==> src/hw/stm_pkg.sv <==
// Register map, field positions, reset values and encodings of the standard timer.
package stm_pkg;
  localparam logic [11:0] STM_OFS_CTRL_A   = 12'h000;
  localparam logic [11:0] STM_OFS_CTRL_B   = 12'h004;
  localparam logic [11:0] STM_OFS_CNT_LO   = 12'h008;
  localparam logic [11:0] STM_OFS_CNT_HI   = 12'h00C;
  localparam logic [11:0] STM_OFS_CMPA_LO  = 12'h010;
  localparam logic [11:0] STM_OFS_CMPA_HI  = 12'h014;
  localparam logic [11:0] STM_OFS_PERIOD   = 12'h018;
  localparam logic [11:0] STM_OFS_STATUS   = 12'h01C;
  localparam logic [7:0]  STM_RST_BYTE     = 8'h00;
  localparam logic [7:0]  STM_CTRL_A_MASK  = 8'hF8;
  // Control A fields.
  localparam int STM_A_PAUSE_BIT = 7;
  localparam int STM_A_CLK_MSB   = 6;
  localparam int STM_A_CLK_LSB   = 4;
  localparam int STM_A_ON_BIT    = 3;
  // Control B fields.
  localparam int STM_B_MODE_MSB  = 7;
  localparam int STM_B_MODE_LSB  = 6;
  localparam int STM_B_FUNC_MSB  = 5;
  localparam int STM_B_FUNC_LSB  = 4;
  localparam int STM_B_OC_BIT    = 3;
  localparam int STM_B_POL_BIT   = 2;
  localparam int STM_B_DPX_BIT   = 1;
  localparam int STM_B_CCLR_BIT  = 0;
  // Status fields.
  localparam int STM_S_AF_BIT    = 0;
  localparam int STM_S_PF_BIT    = 1;
  localparam int STM_S_OUT_BIT   = 2;
  localparam int STM_S_CAP_BIT   = 3;
  // Prescale counts.
  localparam int STM_DIV_SYS4    = 4;
  localparam int STM_DIV_H16     = 16;
  localparam int STM_DIV_H64     = 64;
  typedef enum logic [1:0] {
    STM_MODE_CMP = 2'b00,
    STM_MODE_CAP = 2'b01,
    STM_MODE_PWM = 2'b10,
    STM_MODE_TMR = 2'b11
  } stm_mode_t;
  typedef enum logic [2:0] {
    STM_CK_SYS4  = 3'b000,
    STM_CK_SYS   = 3'b001,
    STM_CK_H16   = 3'b010,
    STM_CK_H64   = 3'b011,
    STM_CK_TBC0  = 3'b100,
    STM_CK_TBC1  = 3'b101,
    STM_CK_EXTR  = 3'b110,
    STM_CK_EXTF  = 3'b111
  } stm_clk_t;
endpackage : stm_pkg

==> src/hw/stm_tick_if.sv <==
// Counter tick and its source selection between the top and the prescaler.
interface stm_tick_if;
  import stm_pkg::*;
  logic [2:0] clock_select;
  logic       tick;
  modport src (input clock_select, output tick);
  modport dst (output clock_select, input tick);
endinterface : stm_tick_if

==> src/hw/stm_prescaler.sv <==
// Counter tick generation: internal dividers and synchronised external clock edges.
module stm_prescaler (
  input  wire logic pclk,            // System clock.
  input  wire logic presetn,         // Asynchronous reset, active low.
  input  wire logic high_clock_en,   // High clock enable pulse, same domain.
  input  wire logic timebase_clock,  // Timebase clock pin, asynchronous.
  input  wire logic external_clock_pin, // External clock pin, asynchronous.
  stm_tick_if.src   tk               // Selection in, tick out.
);
  import stm_pkg::*;

  logic [1:0] sys_div_reg;
  logic [5:0] h_div_reg;
  logic [1:0] ext_sync_reg;
  logic       ext_last_reg;
  logic [1:0] tbc_sync_reg;
  logic       tbc_last_reg;
  logic       tick_reg;

  wire ext_rise = ext_sync_reg[1] & ~ext_last_reg;
  wire ext_fall = ~ext_sync_reg[1] & ext_last_reg;
  wire tbc_rise = tbc_sync_reg[1] & ~tbc_last_reg;
  wire sys4_hit = (sys_div_reg == 2'(STM_DIV_SYS4 - 1));
  wire h16_hit  = high_clock_en & (h_div_reg[3:0] == 4'(STM_DIV_H16 - 1));
  wire h64_hit  = high_clock_en & (h_div_reg == 6'(STM_DIV_H64 - 1));
  logic tick_next;

  always_comb begin
    case (stm_clk_t'(tk.clock_select))
      STM_CK_SYS4: tick_next = sys4_hit;
      STM_CK_SYS:  tick_next = 1'b1;
      STM_CK_H16:  tick_next = h16_hit;
      STM_CK_H64:  tick_next = h64_hit;
      STM_CK_TBC0: tick_next = tbc_rise;
      STM_CK_TBC1: tick_next = tbc_rise;
      STM_CK_EXTR: tick_next = ext_rise;
      STM_CK_EXTF: tick_next = ext_fall;
      default:     tick_next = 1'b0;
    endcase
  end

  always_ff @(posedge pclk or negedge presetn) begin
    if (!presetn) begin
      sys_div_reg  <= 2'h0;
      h_div_reg    <= 6'h00;
      ext_sync_reg <= 2'h0;
      ext_last_reg <= 1'b0;
      tbc_sync_reg <= 2'h0;
      tbc_last_reg <= 1'b0;
      tick_reg     <= 1'b0;
    end else begin
      sys_div_reg  <= sys_div_reg + 2'h1;
      if (high_clock_en) begin
        h_div_reg <= h_div_reg + 6'h01;
      end
      ext_sync_reg <= {ext_sync_reg[0], external_clock_pin};
      ext_last_reg <= ext_sync_reg[1];
      tbc_sync_reg <= {tbc_sync_reg[0], timebase_clock};
      tbc_last_reg <= tbc_sync_reg[1];
      tick_reg     <= tick_next;
    end
  end

  assign tk.tick = tick_reg;
endmodule : stm_prescaler

==> src/hw/stm_capture.sv <==
// Capture-input pin synchroniser and edge trigger.
module stm_capture (
  input  wire logic       pclk,              // System clock.
  input  wire logic       presetn,           // Asynchronous reset, active low.
  input  wire logic       capture_input_pin, // Capture pin, asynchronous.
  input  wire logic [1:0] edge_sel,          // Trigger edge selection.
  output logic            capture_hit        // One-cycle capture trigger.
);
  import stm_pkg::*;

  logic [1:0] sync_reg;
  logic       last_reg;

  wire rise = sync_reg[1] & ~last_reg;
  wire fall = ~sync_reg[1] & last_reg;

  // Capture trigger edge: rising, falling, both or disabled.
  assign capture_hit = (edge_sel == 2'b00) ? rise :
                       (edge_sel == 2'b01) ? fall :
                       (edge_sel == 2'b10) ? (rise | fall) : 1'b0;

  always_ff @(posedge pclk or negedge presetn) begin
    if (!presetn) begin
      sync_reg <= 2'h0;
      last_reg <= 1'b0;
    end else begin
      sync_reg <= {sync_reg[0], capture_input_pin};
      last_reg <= sync_reg[1];
    end
  end
endmodule : stm_capture

==> src/hw/stm_timer.sv <==
// Standard timer top: APB registers, 16-bit counter, comparators and output pin.
//
// Our own choices: the register addresses and the APB interface to the registers.
module stm_timer (
  input  wire logic        pclk,               // System clock, 25 MHz.
  input  wire logic        presetn,            // Asynchronous reset, active low.
  input  wire logic        psel,               // APB select.
  input  wire logic        penable,            // APB enable.
  input  wire logic        pwrite,             // APB write.
  input  wire logic [11:0] paddr,              // APB byte address.
  input  wire logic [31:0] pwdata,             // APB write data.
  input  wire logic [3:0]  pstrb,              // APB byte strobes.
  output logic             pready,             // APB ready.
  output logic [31:0]      prdata,             // APB read data.
  output logic             pslverr,            // APB error on unmapped address.
  input  wire logic        high_clock_en,      // High clock enable pulse.
  input  wire logic        timebase_clock,     // Timebase clock, asynchronous.
  input  wire logic        external_clock_pin, // External count clock pin.
  input  wire logic        capture_input_pin,  // Capture input pin.
  output logic             timer_out,          // Timer output pin level.
  output logic             timer_out_en_n,     // Output pin enable, active low.
  output logic             timer_irq           // Interrupt request pulse.
);
  import stm_pkg::*;

  logic [7:0]  ctrl_a_reg;
  logic [7:0]  ctrl_b_reg;
  logic [15:0] cmpa_reg;
  logic [7:0]  period_reg;
  logic [15:0] count_reg;
  logic [15:0] capt_reg;
  logic        on_last_reg;
  logic        out_reg;
  logic        pwm_reg;
  logic        pulse_reg;
  logic        af_reg;
  logic        pf_reg;
  logic        cap_flag_reg;
  logic        pin_reg;
  logic        pin_en_n_reg;
  logic        irq_reg;
  logic        pready_reg;
  logic [31:0] prdata_reg;
  logic        pslverr_reg;
  logic        capture_hit;

  stm_tick_if tk ();

  stm_prescaler u_pre (
    .pclk               (pclk),
    .presetn            (presetn),
    .high_clock_en      (high_clock_en),
    .timebase_clock     (timebase_clock),
    .external_clock_pin (external_clock_pin),
    .tk                 (tk)
  );

  // Fields.
  wire        counter_pause         = ctrl_a_reg[STM_A_PAUSE_BIT];
  wire        module_on             = ctrl_a_reg[STM_A_ON_BIT];
  wire [1:0]  operating_mode_field  = ctrl_b_reg[STM_B_MODE_MSB:STM_B_MODE_LSB];
  wire [1:0]  output_function_field = ctrl_b_reg[STM_B_FUNC_MSB:STM_B_FUNC_LSB];
  wire        output_control        = ctrl_b_reg[STM_B_OC_BIT];
  wire        output_polarity       = ctrl_b_reg[STM_B_POL_BIT];
  wire        period_duty_select    = ctrl_b_reg[STM_B_DPX_BIT];
  wire        clear_select          = ctrl_b_reg[STM_B_CCLR_BIT];
  assign tk.clock_select = ctrl_a_reg[STM_A_CLK_MSB:STM_A_CLK_LSB];

  stm_capture u_cap (
    .pclk              (pclk),
    .presetn           (presetn),
    .capture_input_pin (capture_input_pin),
    .edge_sel          (output_function_field),
    .capture_hit       (capture_hit)
  );

  wire mode_cmp = (operating_mode_field == STM_MODE_CMP);
  wire mode_cap = (operating_mode_field == STM_MODE_CAP);
  wire mode_pwm = (operating_mode_field == STM_MODE_PWM);
  wire mode_tmr = (operating_mode_field == STM_MODE_TMR);
  wire single   = mode_pwm & (output_function_field == 2'b11);

  // Counting happens only while on, not paused, on a selected tick.
  wire on_rise = module_on & ~on_last_reg;
  wire run     = module_on & ~counter_pause & tk.tick;
  wire [15:0] count_inc = count_reg + 16'h0001;

  // Matches are judged on the value the counter is about to take.
  wire match_a  = run & (count_inc == cmpa_reg);
  wire p_zero   = (period_reg == 8'h00);
  wire match_p  = run & (p_zero ? (count_reg == 16'hFFFF) : (count_inc[15:8] == period_reg) &
                  (count_inc[7:0] == 8'h00));
  wire clr_by_a = mode_pwm ? period_duty_select : ((mode_cmp | mode_tmr) & clear_select);
  wire clr_by_p = mode_pwm ? ~period_duty_select : ((mode_cmp | mode_tmr) & ~clear_select);
  wire auto_clr = (clr_by_a & match_a) | (clr_by_p & match_p);
  wire set_af   = match_a & ~mode_cap;
  wire set_pf   = match_p & ~mode_cap & ~((mode_cmp | mode_tmr) & clear_select);

  // PWM level: active while the counter sits below the duty value.
  wire [16:0] duty_val  = period_duty_select ? (p_zero ? 17'h10000 : {1'b0, period_reg, 8'h00})
                                             : {1'b0, cmpa_reg};
  wire        pwm_act   = ({1'b0, count_reg} < duty_val);

  // Compare-mode requested level on an A match.
  logic out_next;
  always_comb begin
    case (output_function_field)
      2'b01:   out_next = 1'b0;
      2'b10:   out_next = 1'b1;
      2'b11:   out_next = ~out_reg;
      default: out_next = out_reg;
    endcase
  end

  // Pin level before polarity.
  logic pin_raw;
  always_comb begin
    if (mode_pwm) begin
      case (output_function_field)
        2'b00:   pin_raw = ~output_control;
        2'b01:   pin_raw = output_control;
        2'b10:   pin_raw = pwm_act ~^ output_control;
        default: pin_raw = pulse_reg ? output_control : ~output_control;
      endcase
    end else begin
      pin_raw = out_reg;
    end
  end

  // APB decode.
  wire        apb_setup = psel & ~penable;
  wire        apb_wr    = psel & penable & pready_reg & pwrite & pstrb[0];
  wire        hit_a     = (paddr == STM_OFS_CTRL_A);
  wire        hit_b     = (paddr == STM_OFS_CTRL_B);
  wire        hit_al    = (paddr == STM_OFS_CMPA_LO);
  wire        hit_ah    = (paddr == STM_OFS_CMPA_HI);
  wire        hit_p     = (paddr == STM_OFS_PERIOD);
  wire        hit_st    = (paddr == STM_OFS_STATUS);
  wire        mapped    = hit_a | hit_b | hit_al | hit_ah | hit_p | hit_st |
                          (paddr == STM_OFS_CNT_LO) | (paddr == STM_OFS_CNT_HI);
  wire        st_clr    = apb_wr & hit_st;
  logic [7:0] rd_byte;
  always_comb begin
    case (paddr)
      STM_OFS_CTRL_A:  rd_byte = ctrl_a_reg & STM_CTRL_A_MASK;
      STM_OFS_CTRL_B:  rd_byte = ctrl_b_reg;
      STM_OFS_CNT_LO:  rd_byte = mode_cap ? capt_reg[7:0] : count_reg[7:0];
      STM_OFS_CNT_HI:  rd_byte = mode_cap ? capt_reg[15:8] : count_reg[15:8];
      STM_OFS_CMPA_LO: rd_byte = cmpa_reg[7:0];
      STM_OFS_CMPA_HI: rd_byte = cmpa_reg[15:8];
      STM_OFS_PERIOD:  rd_byte = period_reg;
      STM_OFS_STATUS:  rd_byte = {4'h0, cap_flag_reg, out_reg, pf_reg, af_reg};
      default:         rd_byte = 8'h00;
    endcase
  end

  always_ff @(posedge pclk or negedge presetn) begin
    if (!presetn) begin
      ctrl_a_reg  <= STM_RST_BYTE;
      ctrl_b_reg  <= STM_RST_BYTE;
      cmpa_reg    <= {STM_RST_BYTE, STM_RST_BYTE};
      period_reg  <= STM_RST_BYTE;
      pready_reg  <= 1'b0;
      prdata_reg  <= 32'h0000_0000;
      pslverr_reg <= 1'b0;
    end else begin
      pready_reg  <= apb_setup;
      pslverr_reg <= apb_setup & ~mapped;
      prdata_reg  <= (apb_setup & ~pwrite) ? {24'h00_0000, rd_byte} : 32'h0000_0000;
      // Counter bytes are not writable.
      if (apb_wr && hit_a) begin
        ctrl_a_reg <= pwdata[7:0] & STM_CTRL_A_MASK;
      end
      if (apb_wr && hit_b) begin
        ctrl_b_reg <= pwdata[7:0];
      end
      if (apb_wr && hit_al) begin
        cmpa_reg[7:0] <= pwdata[7:0];
      end
      if (apb_wr && hit_ah) begin
        cmpa_reg[15:8] <= pwdata[7:0];
      end
      if (apb_wr && hit_p) begin
        period_reg <= pwdata[7:0];
      end
      // Single-pulse trailing edge switches the module off.
      if (module_on && single && match_a) begin
        ctrl_a_reg[STM_A_ON_BIT] <= 1'b0;
      end
    end
  end

  // Counter, output state and flags.
  always_ff @(posedge pclk or negedge presetn) begin
    if (!presetn) begin
      count_reg    <= 16'h0000;
      capt_reg     <= 16'h0000;
      on_last_reg  <= 1'b0;
      out_reg      <= 1'b0;
      pulse_reg    <= 1'b0;
      af_reg       <= 1'b0;
      pf_reg       <= 1'b0;
      cap_flag_reg <= 1'b0;
    end else begin
      on_last_reg <= module_on;
      if (on_rise) begin
        count_reg <= 16'h0000;
      end else if (run) begin
        count_reg <= auto_clr ? 16'h0000 : count_inc;
      end
      if (on_rise && mode_cmp) begin
        out_reg <= output_control;
      end else if (match_a && mode_cmp) begin
        out_reg <= out_next;
      end
      pulse_reg <= module_on & single;
      if (module_on && mode_cap && capture_hit) begin
        capt_reg <= count_reg;
      end
      // A new event wins over a software clear in the same cycle.
      af_reg       <= set_af | (af_reg & ~(st_clr & pwdata[STM_S_AF_BIT]));
      pf_reg       <= set_pf | (pf_reg & ~(st_clr & pwdata[STM_S_PF_BIT]));
      cap_flag_reg <= (module_on & mode_cap & capture_hit) |
                      (cap_flag_reg & ~(st_clr & pwdata[STM_S_CAP_BIT]));
    end
  end

  // Registered pin drive; the pin is released in timer/counter and capture modes.
  always_ff @(posedge pclk or negedge presetn) begin
    if (!presetn) begin
      pin_reg      <= 1'b0;
      pin_en_n_reg <= 1'b1;
      irq_reg      <= 1'b0;
    end else begin
      pin_reg      <= pin_raw ^ output_polarity;
      pin_en_n_reg <= mode_tmr | mode_cap;
      irq_reg      <= set_af | set_pf | (module_on & mode_cap & capture_hit);
    end
  end

  assign pready         = pready_reg;
  assign prdata         = prdata_reg;
  assign pslverr        = pslverr_reg;
  assign timer_out      = pin_reg;
  assign timer_out_en_n = pin_en_n_reg;
  assign timer_irq      = irq_reg;
endmodule : stm_timer

==> config.mk <==
export PLATFORM = sky130hd
export DESIGN_NAME = stm_timer
export DESIGN_NICKNAME = d
export VERILOG_FILES = /design/src/hw/stm_pkg.sv /design/src/hw/stm_tick_if.sv /design/src/hw/stm_prescaler.sv /design/src/hw/stm_capture.sv /design/src/hw/stm_timer.sv
export SDC_FILE = /design/constraint.sdc
export NUM_CORES = 1
export LEC_CHECK = 0
export ABC_AREA = 1
export BUFFER_PORTS_ARGS = -buffer_cell sky130_fd_sc_hd__buf_2
export CORE_UTILIZATION = 40
export CTS_BUF_LIST = sky130_fd_sc_hd__clkbuf_4
export DETAILED_ROUTE_END_ITERATION = 16
export PLACE_DENSITY = 0.64
export SETUP_SLACK_MARGIN = 0.5
export SYNTH_ARGS = -nofsm -noshare
export SYNTH_HDL_FRONTEND = slang
export SYNTH_SLANG_ARGS = --single-unit
==> constraint.sdc <==
create_clock -name pclk -period 2.75 [get_ports pclk]
set_clock_uncertainty 0.2 [all_clocks]
set_input_delay 0.55 -clock pclk [delete_from_list [all_inputs] [get_ports pclk]]
set_output_delay 0.55 -clock pclk [all_outputs]
set_load 0.01 [all_outputs]
# == Yosys cells after proc, flatten, opt, wreduce, memory -nomap -nowiden ==
# Index checks and enable logic that the tools add are counted.
# W data, S select, Z words.
# op_classes
muxes,24
addsub,3
magnitude_cmp,1
shift,0
eq_ne,26
reduce_logical,23
n_bitwise,75
mul,0
div_mod_pow,0
# ops
cell,count
$pmux W8 S8,1
$eq A12 B5 Y1 const B,4
$mux W16,3
$and A1 B1 Y1,38
$mux W17,2
$eq A12 B4 Y1 const B,2
$mux W8,3
$not A1 Y1,19
$lt A16 B17 Y1,1
$add A16 B1 Y16 const B,1
$eq A16 B16 Y1,1
$eq A16 B16 Y1 const B,1
$logic_not A8 Y1,2
$or A1 B1 Y1,16
$eq A12 B3 Y1 const B,1
$eq A3 B3 Y1 const B,4
$logic_not A12 Y1,1
$logic_and A1 B1 Y1,11
$mux W1,11
$eq A2 B2 Y1 const B,5
$eq A8 B8 Y1,1
$pmux W1 S7,1
$add A6 B1 Y6 const B,1
$eq A3 B2 Y1 const B,2
other kinds (15),20
# totals
register_bits,106
word_cells,181
mem_bits_ro,0
n_memories,0
in_bits,57
out_inout_bits,37
latch_bits,0
ramBits,0

# == Logic depth before layout (Yosys ltp) ==
# logic_depth
ltp_word,10
ltp_mapped,18
depth_no_buf,18

# == By module ==
# Synthesis repeated with hierarchy kept, for this count alone.
# unflattened
cells_unflattened,875
area_unflattened_um2,6603.8
# modules_own_cells
module,seq_area_each_um2,area_each_um2,n_inst,cells_each
stm_timer,2203.4,5861.9,1,802
stm_prescaler,375.4,601.8,1,59
stm_capture,75.1,140.1,1,14

# == Worst setup path after synthesis ==
# Ideal clock, no wire load.
# synth_timing
path_kind,register to register
from,register ctrl_b_reg[1]
to,"register pin_reg, in the netlist timer_out"
stages_incl_launch_ff,17
arrival_ns,2.040
path_buffers,2
slack_ns,0.393
setup_time_ns,0.116
required_time_ns,2.434
synth_period_minus_slack_ns,2.357
path_cell_list,dfrtp_1 clkbuf_1 clkbuf_1 nand2_1 o21ai_0 ha_1 a21o_1 a21oi_1 nand2_1 nand2_1 nand3_1 nand3_1 nand2_1 nand2_1 nand2_1 nand2_1 nand2_1
# synth_between
elab_chain_len,6
# synth_rtl
element,line,rtl
start: declaration,stm_timer.sv:27,logic [7:0] ctrl_b_reg;
start signal: assignment,stm_timer.sv:175,ctrl_b_reg <= pwdata[7:0];
$mux W17,stm_timer.sv:100,"wire [16:0] duty_val = period_duty_select ? (p_zero ? 17'h10000 : {1'b0, period_reg, 8'h00})"
$lt A16 B17 Y1,stm_timer.sv:102,"wire pwm_act = ({1'b0, count_reg} < duty_val);"
$xnor A1 B1 Y1,stm_timer.sv:122,2'b10: pin_raw = pwm_act ~^ output_control;
$pmux W1 S3,stm_timer.sv:119,case (output_function_field)
$mux W1,stm_timer.sv:118,if (mode_pwm) begin
$xor A1 B1 Y1,stm_timer.sv:235,pin_reg <= pin_raw ^ output_polarity;
end signal: assignment,stm_timer.sv:235,
end: declaration,stm_timer.sv:39,logic pin_reg;
# No other way between the ends.
# A chain may end at the register's enable or synchronous reset.

# == Worst setup path in the final report ==
# layout_timing
from,register count_reg[0]
to,register count_reg[12]
# layout_between
elab_chain_len,10
word_cells_on_any_way,15
classes_between,add/sub: 1; eq/ne: 3; mux: 4; bitwise: 6; reduce/logical: 1
# layout_rtl
element,line,rtl
start: declaration,stm_timer.sv:30,logic [15:0] count_reg;
start signal: assignment,stm_timer.sv:209,count_reg <= auto_clr ? 16'h0000 : count_inc;
$add A16 B1 Y16,stm_timer.sv:86,wire [15:0] count_inc = count_reg + 16'h0001;
$eq A8 B8 Y1 or $logic_not A8 Y1 (tied branches),"stm_timer.sv:91, stm_timer.sv:92",
$and A1 B1 Y1,stm_timer.sv:91,wire match_p = run & (p_zero ? (count_reg == 16'hFFFF) : (count_inc[15:8] == period_reg) &
$mux W1,stm_timer.sv:91,
$and A1 B1 Y1,stm_timer.sv:91,
$and A1 B1 Y1,stm_timer.sv:95,wire auto_clr = (clr_by_a & match_a) | (clr_by_p & match_p);
$or A1 B1 Y1,stm_timer.sv:95,
$mux W16 (*),stm_timer.sv:209,
$mux W16 (*),stm_timer.sv:208,end else if (run) begin
$mux W16 (*),stm_timer.sv:206,if (on_rise) begin
# Every way passes the cells marked *; elsewhere a longest branch is shown, timed or not. The select of a mux whose other input is x is not followed.

==> flow_metrics.tcl <==
set metrics [dict create \
    status "completed" \
    synth_compound_area_frac 0.124 \
    cts_buffers 9 \
    cts_tree "yes" \
    cp_max_fo 8 \
    synthAdderAreaFrac 0.0556 \
    final_antenna_net_count 0 \
    worstMarginPinSlew_ns 1.23 \
    die_x_um 130 \
    drive_gt1_frac 0.231 \
    postSynthCellCount 867 \
    grt_overflow_total 0 \
    place_congestion 0.962 \
    p_leak_nw 3.61 \
    ir_drop_v 0.000223 \
    dieArea_um2 16800 \
    cp.arrival_ns 2.75 \
    final_nets 1040 \
    area_growth_pct 21.4 \
    antenna_found_initial 1 \
    multiInputGateArea_um2 3730 \
    path_clk_slew_ns 0.18 \
    ys_types 46 \
    nFillCells 1617 \
    max_freq_mhz 392 \
    io_buffers 42 \
    io_pins 94 \
    routed_wl_um 19500 \
    startpoint_type "flop" \
    hp-class "input pin to flop" \
    drt_iter0_drc 447 \
    seq_area_frac_synth 0.407 \
    powerDensity_nw_per_um2 352 \
    critPathKind "flop to flop" \
    synth_top_family_by_area "simple AND/OR/NAND/NOR gates" \
    synthSimpleGateAreaFrac 0.299 \
    clkLatencyLatePin_ns 0.50 \
    synth_area_um2 6530 \
    dr.pass1.iters 5 \
    seqCellArea_um2 2670 \
    cp_data_required_time_ns 2.95 \
    synthMuxAreaShare 0.00173 \
    layout_common_cells "228 x nand2_1, 94 x dfrtp_1, 92 x inv_1" \
    rsz0062_at_grt "true" \
    routedWlPerCell_um 16.5 \
    final_common_cell "nand2_1" \
    synth_seq_cells 106 \
    routed_via_density 5.16 \
    period_share 0.928 \
    gr-usage-all-layers 0.240 \
    final-setup-viol-count 0 \
    dp_hpwl_um 14300 \
    hold_slack_ns 0.0708 \
    finalSetupTns_ns 0 \
    end_kind "flop" \
    drv_cap 0 \
    die_h_um 130 \
    htree_levels 3 \
    period_needed_ns 2.55 \
    rows 46 \
    grt_max_degree 107 \
    cts_sinks 106 \
    grt_pass1_vias 5551 \
    post_synth.cell_area_avg_um2 7.53 \
    regToRegSetupSlack_ns 0.20 \
    route.detailed.drc 0 \
    root_buffer "clkbuf_4" \
    finalHoldViolCount 0 \
    ys_warn_count 0 \
    grt_pass1_wl_um 30300 \
    start_util 0.411 \
    via_count 6069 \
    relSlewSlack 0.177 \
    drv_slew 0 \
    yosys.area_share.xor_xnor 0.0186 \
    core_area_um2 15900 \
    clk_path_buf_depth 2 \
]
## repair_timing
item	CTS	global route
hold buffers	5	0
resized for setup	46	64
setup endpoints to repair	26	40
pin swaps	7	37
cloned	1	2
setup buffers	5	11
endpoints found under the hold margin	110	0
## report_power, final
part	internal [mW]	leakage [nW]	total (mW)	switching, mW
logic	0.0732	2.11	0.182	0.108
clock network	0.377	0.0907	0.953	0.577
registers	1.61	1.40	1.66	0.0419
total	2.06	3.61	2.79	0.727
## layer usage
layer / wire length [µm] / part of all wire / vias up / GRT usage
li1: - / - / 2949 / -
met1: 9030 / 0.46 / 2866 / 0.337
met2: 8460 / 0.43 / 210 / 0.370
met3: 1330 / 0.068 / 44 / 0.0459
met4: 639 / 0.033 / 0 / 0.0869
met5: 0 / 0 / - / 0
## cells by family after synthesis
logic type | count (synthesis)
AO/OA/AOI/OAI | 146
AND/OR/NAND/NOR | 435
buffers and inverters | 136
multiplexers | 1
flip-flops | 106
other | 1
XOR/XNOR | 13
adder cells (fa/ha/maj) | 29
## worst max-delay path, cell delays in order (launching register included)
cell,delay (ns)
dfrtp_2,0.47
ha_4,0.19
nand2_8,0.08
nor2_8,0.17
buf_6,0.12
nand3_2,0.08
nand2_4,0.09
nand2_2,0.05
nor2_2,0.13
nand3_2,0.10
nor2_2,0.13
nand3_2,0.11
nand2_4,0.11
nand3_4,0.12
clkbuf_16,0.20
nand3_2,0.05
nand2_1,0.05
## Yosys cell counts, drive strengths merged
cell type,number,area share
a22o,1,0.0013
a2111oi,1,0.0013
a221oi,3,0.0040
xor2,9,0.013
o22ai,8,0.0077
a21o,1,0.0012
a32o,2,0.0031
nor4,2,0.0019
nand2,262,0.15
or2,1,0.00096
dfrtp,105,0.40
buf,26,0.031
conb,1,0.00057
mux2,1,0.0017
xnor2,4,0.0054
a211oi,1,0.0012
nand3,67,0.061
ha,29,0.056
dfstp,1,0.0040
a21oi,19,0.015
o31ai,1,0.0012
o211ai,5,0.0058
nand3b,3,0.0035
o21ai,101,0.079
nor3,8,0.0061
nor2,80,0.057
clkbuf,15,0.0086
o2111ai,1,0.0013
o221ai,1,0.0013
nand4,12,0.014
inv,94,0.054
clkinv,1,0.00057
o21a,1,0.0012
## final timing paths
path                                            start  cells after the start                     to
worst max-delay path                     count_reg[0]                     16          count_reg[12]
worst min-delay path                             psel                      3                pslverr
worst max register to register           count_reg[0]                     16          count_reg[12]
worst min register to register  u_pre.ext_sync_reg[0]                      0  u_pre.ext_sync_reg[1]
max in group asynchronous                     presetn                      3          ctrl_b_reg[1]
min in group asynchronous                     presetn                      3                out_reg
## per-stage QoR
step           worst slack [ns]  total power [mW]  instances   util  instance area [µm²]
3_3_place_gp              0.149              1.86       1135  0.448                 7110
2_1_floorplan             0.486              1.80        890      -                 6620
4_1_cts                   0.332              2.81       1162  0.476                 7550
3_5_place_dp             0.0890              1.86       1135  0.448                 7110
5_1_grt                  0.0990              2.91       1176  0.499                 7930
6_report                  0.199              2.79       1176  0.499                 7930
## layout make-up
cell class / count / share of cell area
Antenna cell: 1 / 0.000316
Clock buffer: 9 / 0.00852
Clock inverter: 7 / 0.0129
Inverter: 95 / 0.0456
Multi-Input combinational cell: 649 / 0.471
Sequential cell: 106 / 0.336
Tap cell: 216 / 0.0341
Timing Repair Buffer: 93 / 0.0909
No activity file was read; power rests on OpenSTA's default activity.
